`src/logic/trap_capture_defs.vh`:
```
// Constants for the exception state capture block.
// Assumes big-endian bit numbering of the processor: field bit n sits at vector bit 31-n.
`ifndef TRAP_CAPTURE_DEFS_VH
`define TRAP_CAPTURE_DEFS_VH

// ==========================================================
// Special register selectors
`define SEL_FAULT_ADDRESS   16'h0003
`define SEL_TRAP_STATUS     16'h0005
`define SEL_DELAY_BRANCH    16'h000b

// ==========================================================
// Reset values
`define RST_WORD            32'h00000000
`define RST_CAUSE           5'h00
`define RST_DETAIL          7'h00

// ==========================================================
// Cause codes
`define CAUSE_STREAM        5'h00
`define CAUSE_UNALIGNED     5'h01
`define CAUSE_ILLEGAL       5'h02
`define CAUSE_IBUS          5'h03
`define CAUSE_DBUS          5'h04
`define CAUSE_DIVIDE        5'h05
`define CAUSE_FPU           5'h06
`define CAUSE_PRIV          5'h07
`define CAUSE_DSTORAGE      5'h10
`define CAUSE_ISTORAGE      5'h11
`define CAUSE_DMISS         5'h12
`define CAUSE_IMISS         5'h13

// ==========================================================
// Detail field positions, counted within the 7-bit detail field (bit 20 is index 6)
`define DET_B20             6
`define DET_B21             5
`define DET_REG_HI          4
`define DET_LINK_HI         3
`endif

```
`src/logic/exception_state_capture.v`:
```
// Exception state capture: faulting address, trap status and delay branch target registers.
// Assumes the pipeline reports a taken exception as a one-cycle strobe with its cause and details.
//
// Functional notes
// - Unaligned access loads full address
// - Peripheral data bus error captures access address
// - Storage and miss faults capture effective address
// - Other causes leave fault address undefined
// - Selector 0x0003 reads fault address
// - Selector 0x0005 reads trap status, read-only
// - Bit 19 flags delay slot origin
// - Cause codes zero to seven
// - Memory management cause codes sixteen to nineteen
// - Unaligned details: word, store, register index
// - Bus error bit 20 marks local memory error
// - Divide bit 20: zero or overflow
// - Stream details hold link index
// - Data storage: zone hit, store bit
// - Instruction storage: zone hit only
// - Data miss: store bit only
// - Branch target exists with exception support
// - Capture branch targets while handler inactive
// - Selector 0x000B reads branch target
// - Branch target 32 bits, read-only, resets zero
// - Handler active flag gates target capture
`timescale 1ns/1ps
`include "trap_capture_defs.vh"

module exception_state_capture #(
  parameter EXCEPTION_SUPPORT = 1
) (
  // Clock and reset
  input  wire        I_CLK,
  input  wire        I_NRST,
  // Exception report from pipeline
  input  wire        I_TRAP_TAKEN,
  input  wire [4:0]  I_TRAP_CAUSE_CODE,
  input  wire        I_TRAP_IN_DELAY_SLOT,
  input  wire [31:0] I_TRAP_ADDRESS,
  input  wire        I_ACCESS_IS_WORD,
  input  wire        I_ACCESS_IS_STORE,
  input  wire [4:0]  I_ACCESS_GPR_INDEX,
  input  wire        I_LOCAL_MEM_ECC_ERROR,
  input  wire        I_PERIPH_PORT_ERROR,
  input  wire        I_DIVIDE_FAULT_KIND,
  input  wire [3:0]  I_STREAM_LINK_INDEX,
  input  wire        I_ZONE_PROTECT_HIT,
  // Delay-slot branch report
  input  wire        I_DELAY_BRANCH_VALID,
  input  wire [31:0] I_DELAY_BRANCH_TARGET,
  input  wire        I_HANDLER_ACTIVE_FLAG,
  // Move-from-special read port
  input  wire        I_MOVE_FROM_SPECIAL_OP,
  input  wire [15:0] I_SPECIAL_REG_SELECTOR,
  output wire        O_SPECIAL_READ_HIT,
  output reg  [31:0] O_SPECIAL_READ_DATA
);

  // ==========================================================
  // Reset synchroniser
  reg rst_meta_ff;
  reg rst_sync_ff;
  always @(posedge I_CLK or negedge I_NRST) begin
    if (!I_NRST) begin
      rst_meta_ff <= 1'b0;
      rst_sync_ff <= 1'b0;
    end else begin
      rst_meta_ff <= 1'b1;
      rst_sync_ff <= rst_meta_ff;
    end
  end
  wire nrst = rst_sync_ff;

  // ==========================================================
  // Capture decode
  reg  [31:0] fault_address_ff;
  reg         delay_slot_flag_ff;
  reg  [4:0]  trap_cause_code_ff;
  reg  [6:0]  cause_detail_bits_ff;
  reg  [31:0] delay_branch_target_ff;
  reg  [6:0]  nxt_detail;
  reg         addr_load;

  always @* begin
    nxt_detail = `RST_DETAIL;
    addr_load  = 1'b0;
    case (I_TRAP_CAUSE_CODE)
      `CAUSE_UNALIGNED: begin
        addr_load = 1'b1;
        nxt_detail[`DET_B20] = I_ACCESS_IS_WORD;
        nxt_detail[`DET_B21] = I_ACCESS_IS_STORE;
        nxt_detail[`DET_REG_HI:0] = I_ACCESS_GPR_INDEX;
      end
      `CAUSE_IBUS: begin
        nxt_detail[`DET_B20] = I_LOCAL_MEM_ECC_ERROR;
      end
      `CAUSE_DBUS: begin
        nxt_detail[`DET_B20] = I_LOCAL_MEM_ECC_ERROR;
        addr_load = I_PERIPH_PORT_ERROR;
      end
      `CAUSE_DIVIDE: begin
        nxt_detail[`DET_B20] = I_DIVIDE_FAULT_KIND;
      end
      `CAUSE_STREAM: begin
        nxt_detail[`DET_LINK_HI:0] = I_STREAM_LINK_INDEX;
      end
      `CAUSE_DSTORAGE: begin
        addr_load = 1'b1;
        nxt_detail[`DET_B20] = I_ZONE_PROTECT_HIT;
        nxt_detail[`DET_B21] = I_ACCESS_IS_STORE;
      end
      `CAUSE_ISTORAGE: begin
        addr_load = 1'b1;
        nxt_detail[`DET_B20] = I_ZONE_PROTECT_HIT;
      end
      `CAUSE_DMISS: begin
        addr_load = 1'b1;
        nxt_detail[`DET_B21] = I_ACCESS_IS_STORE;
      end
      `CAUSE_IMISS: begin
        addr_load = 1'b1;
      end
      // Other causes keep the detail field zero and the old address, which software must ignore.
      default: begin
        nxt_detail = `RST_DETAIL;
      end
    endcase
  end

  // ==========================================================
  // Status and address registers
  always @(posedge I_CLK or negedge nrst) begin
    if (!nrst) begin
      fault_address_ff     <= `RST_WORD;
      delay_slot_flag_ff   <= 1'b0;
      trap_cause_code_ff   <= `RST_CAUSE;
      cause_detail_bits_ff <= `RST_DETAIL;
    end else if (I_TRAP_TAKEN) begin
      delay_slot_flag_ff   <= I_TRAP_IN_DELAY_SLOT;
      trap_cause_code_ff   <= I_TRAP_CAUSE_CODE;
      cause_detail_bits_ff <= nxt_detail;
      if (addr_load) begin
        fault_address_ff <= I_TRAP_ADDRESS;
      end
    end
  end

  // ==========================================================
  // Delay branch target register
  // Capture stops while the handler runs so a branch inside the handler cannot overwrite the resume point.
  generate
    if (EXCEPTION_SUPPORT != 0) begin : g_btr
      always @(posedge I_CLK or negedge nrst) begin
        if (!nrst) begin
          delay_branch_target_ff <= `RST_WORD;
        end else if (I_DELAY_BRANCH_VALID && !I_HANDLER_ACTIVE_FLAG) begin
          delay_branch_target_ff <= I_DELAY_BRANCH_TARGET;
        end
      end
    end else begin : g_no_btr
      // A clocked constant, so the register holds a defined zero from reset without a register of its own.
      always @(posedge I_CLK or negedge nrst) begin
        if (!nrst) begin
          delay_branch_target_ff <= `RST_WORD;
        end else begin
          delay_branch_target_ff <= `RST_WORD;
        end
      end
    end
  endgenerate

  // ==========================================================
  // Move-from-special read path
  wire sel_fa = (I_SPECIAL_REG_SELECTOR == `SEL_FAULT_ADDRESS);
  wire sel_ts = (I_SPECIAL_REG_SELECTOR == `SEL_TRAP_STATUS);
  wire sel_bt = (I_SPECIAL_REG_SELECTOR == `SEL_DELAY_BRANCH) && (EXCEPTION_SUPPORT != 0);
  assign O_SPECIAL_READ_HIT = I_MOVE_FROM_SPECIAL_OP && (sel_fa || sel_ts || sel_bt);

  always @(posedge I_CLK or negedge nrst) begin
    if (!nrst) begin
      O_SPECIAL_READ_DATA <= `RST_WORD;
    end else if (I_MOVE_FROM_SPECIAL_OP) begin
      if (sel_fa) begin
        O_SPECIAL_READ_DATA <= fault_address_ff;
      end else if (sel_ts) begin
        // Vector bits 12..0 hold big-endian bits 19..31; upper bits are reserved zero.
        O_SPECIAL_READ_DATA <= {19'h00000, delay_slot_flag_ff, cause_detail_bits_ff,
                                trap_cause_code_ff};
      end else if (sel_bt) begin
        O_SPECIAL_READ_DATA <= delay_branch_target_ff;
      end else begin
        O_SPECIAL_READ_DATA <= `RST_WORD;
      end
    end
  end

endmodule

```
`config.mk`:
```
export PLATFORM = sky130hd
export DESIGN_NAME = exception_state_capture
export DESIGN_NICKNAME = d
export VERILOG_FILES = /design/src/logic/exception_state_capture.v
export VERILOG_INCLUDE_DIRS = /design/src /design/src/logic
export SDC_FILE = /design/constraint.sdc
export NUM_CORES = 1
export LEC_CHECK = 0
export ABC_AREA = 1
export BUFFER_PORTS_ARGS = -buffer_cell sky130_fd_sc_hd__buf_2
export CAP_MARGIN = 20
export CELL_PAD_IN_SITES_DETAIL_PLACEMENT = 1
export CELL_PAD_IN_SITES_GLOBAL_PLACEMENT = 1
export CORE_UTILIZATION = 41
export DETAILED_ROUTE_END_ITERATION = 10
export GPL_ROUTABILITY_DRIVEN = 0
export HOLD_SLACK_MARGIN = 0.02
export PLACE_DENSITY_LB_ADDON = 0.1
export SLEW_MARGIN = 15
export SYNTH_ARGS = -nofsm -noshare
export SYNTH_HDL_FRONTEND = slang
export SYNTH_SLANG_ARGS = --single-unit
```
`constraint.sdc`:
```
create_clock -name I_CLK -period 8.5 [get_ports I_CLK]
set_clock_uncertainty 0.05 [all_clocks]
set_input_delay 1.275 -clock I_CLK [delete_from_list [all_inputs] [get_ports I_CLK]]
set_output_delay 1.275 -clock I_CLK [all_outputs]
set_load 0.02 [all_outputs]
```
==> impl_metrics.tcl <==
set metrics [dict create \
    numClockSinks 111 \
    drive_above_1_share_pct 28.7 \
    yosysTopAreaCell "dfrtp_1" \
    dpl.cell_count 830 \
    max-cap-violations 0 \
    seq_area_um2 2780 \
    worst-setup-path-type "input port to output pin" \
    rsz0062_at_grt "no" \
    antenna_cells 0 \
    dpl.hpwl_um 9860 \
    critPathRequiredTime_ns 7.17 \
    cts_buffers 9 \
    synth_top_cells_by_count "209 x nand2_1, 123 x nand3_1, 111 x dfrtp_1" \
    grt_max_degree 81 \
    yosysWarnings 0 \
    syn_avg_cell_area_um2 8.76 \
    final_cells 845 \
    fin_ws_ns 4.29 \
    ys.flop_type "dfrtp_1" \
    syn-num-nets 683 \
    max_slew_margin_pct 36.3 \
    wl_per_cell_um 16.7 \
    status "completed" \
    cts_tree "built" \
    hold_path.class "flop to async pin" \
    drtIter0Drc 200 \
    crit_start "I_SPECIAL_REG_SELECTOR[5]" \
    arrival_ns 2.89 \
    syn_area_um2 5050 \
    yosys_register_bits 111 \
    cts_setup_buffers 0 \
    cts_max_path_buffers 2 \
    finalMaxSlewViolations 0 \
    initial_core_util_pct 42.0 \
    max_freq_ghz 0.237 \
    clk_latency_ns 0.35 \
    synth-seq-area-share_pct 55.0 \
    wl_um 14100 \
    die-area_um2 12800 \
    io_pins 140 \
    grt_pass1_wl_um 23300 \
    ctsHoldBuffers 0 \
    track_usage_pct 23.8 \
    clk_pin_slew_ns 0.06 \
    reg2reg_slack_ns 7.12 \
    die_h_um 113 \
    multiInputGateArea_um2 2040 \
    fillers 1478 \
    ant_nets 0 \
    dp_slack_ns 4.26 \
    fin_nets 803 \
    vdd_drop_max_mv 0.0946 \
    synth_top_area_share_pct 55.0 \
    fin_crit_sh_pct 49.6 \
    synthCells 576 \
    antenna_found_initial 0 \
    grt_overflow 0 \
    synth_most_common_cell "nand2_1" \
    via_per_inst 5.25 \
    rows 40 \
    power_leakage_nw 3.31 \
    finalSetupTns_ns 0 \
    r2r-start "nrst$_DFF_PN0_" \
    synth.distinct_cells 23 \
    tightestPinTransition_ns 0.953 \
    hold_violations 0 \
    htree_num_levels 3 \
    worst_setup_path_end_kind "output pin" \
    first_global_vias 4636 \
    vias 4440 \
    crit_fanout 14 \
    power.total_w 0.00113 \
    async_flop_share_pct 100 \
    cts_resized 0 \
    clockRootBuffer "clkbuf_16" \
    fin_crit_ns 4.21 \
    area_growth_pct 20.8 \
    setup_viol 0 \
    core_area_um2 12000 \
    die_w_um 113 \
    design_area_um2 6100 \
    p_per_area_nw_per_um2 185 \
    startpoint_type "input port" \
    postPlaceCellArea_um2 5790 \
    synth_edf_count 0 \
    synth.area.top_cells "dfrtp_1 55%, nand2_1 16%, nand3_1 12%" \
    drc 0 \
    io_buffers 139 \
    first_pass_iters 4 \
]
## layout make-up
class / count / area share [%]
sequential: 111 / 45.6
multi-input combinational: 416 / 33.5
timing repair buffer: 147 / 13.0
clock buffer: 11 / 3.98
tap: 147 / 3.02
inverter: 11 / 0.677
clock inverter: 2 / 0.164
## through the flow
stage | util, % | hold WS [ns]
finish | 50.8 | 0.213
floorplan | - | 0.281
CTS | 50.3 | 0.237
detailed placement | 48.2 | 0.227
global route | 50.8 | 0.258
global placement | 48.2 | 0.216
## per-layer routing
| metal | routed length (um) | global-route usage (%) | up-vias | share of wire (%) |
|---|---|---|---|---|
| met3 | 728 | 3.64 | 14 | 5.2 |
| met1 | 6560 | 33.3 | 2157 | 46 |
| li1 | - | - | 2133 | - |
| met2 | 6600 | 37.8 | 136 | 47 |
| met4 | 226 | 8.42 | 0 | 1.6 |
| met5 | 0 | 0 | - | 0 |
## worst max-delay path, stage by stage
cell and delay, ns:
buf_2 0.10, nor2_1 0.12, nand2_1 0.12, nor2_1 0.75
nand2_1 0.12, nand2_1 0.09, o21ai_1 0.06, inv_1 0.09
buf_2 0.16
## registers in the layout, indices dropped and copies added (netlist names)
name                    flops
trap_cause_code_ff          5
delay_slot_flag_ff          1
rst_meta_ff                 1
delay_branch_target_ff     32
cause_detail_bits_ff        7
fault_address_ff           32
nrst                        1
O_SPECIAL_READ_DATA        32
## power by group
| group | switching, W | internal, W |
|---|---|---|
| Sequential | 0.0000378 | 0.000587 |
| Clock | 0.000179 | 0.000201 |
| Combinational | 0.0000652 | 0.0000563 |
## cells by family after synthesis
family,count (synthesis),share of synthesized area (%)
compound gates,17,1.98
mux,32,7.14
simple gates,366,31.1
other cells,1,0.0743
buf+inv,49,4.66
flops,111,55.0
## worst paths after layout
check                                                         end  depth (start not counted)
min                           cause_detail_bits_ff[2]$_DFFE_PN0P_                          0
max in group asynchronous  delay_branch_target_ff[19]$_DFFE_PN0P_                          2
min in group I_CLK                                 nrst$_DFF_PN0_                          0
max reg2reg                delay_branch_target_ff[19]$_DFFE_PN0P_                          2
max                                            O_SPECIAL_READ_HIT                          9
min reg2reg                   cause_detail_bits_ff[2]$_DFFE_PN0P_                          0
## layout by cell type, fill, tap and decap left out
master / instances
clkbuf_8: 1
buf_4: 6
nand3b_1: 1
buf_16: 2
nand2_2: 1
nor3_1: 1
clkinv_2: 2
o21ai_2: 1
nand2_1: 209
nand4_1: 9
o211ai_1: 2
o21ai_1: 2
and2_1: 1
inv_1: 11
nor2_1: 15
dfrtp_1: 110
clkbuf_1: 1
clkbuf_16: 9
a31oi_1: 5
buf_2: 139
mux2_2: 32
nor2_4: 1
o21ai_0: 7
nand3_1: 123
dfrtp_4: 1
nor2_2: 5
conb_1: 1
Power figures use the tool's default switching activity.
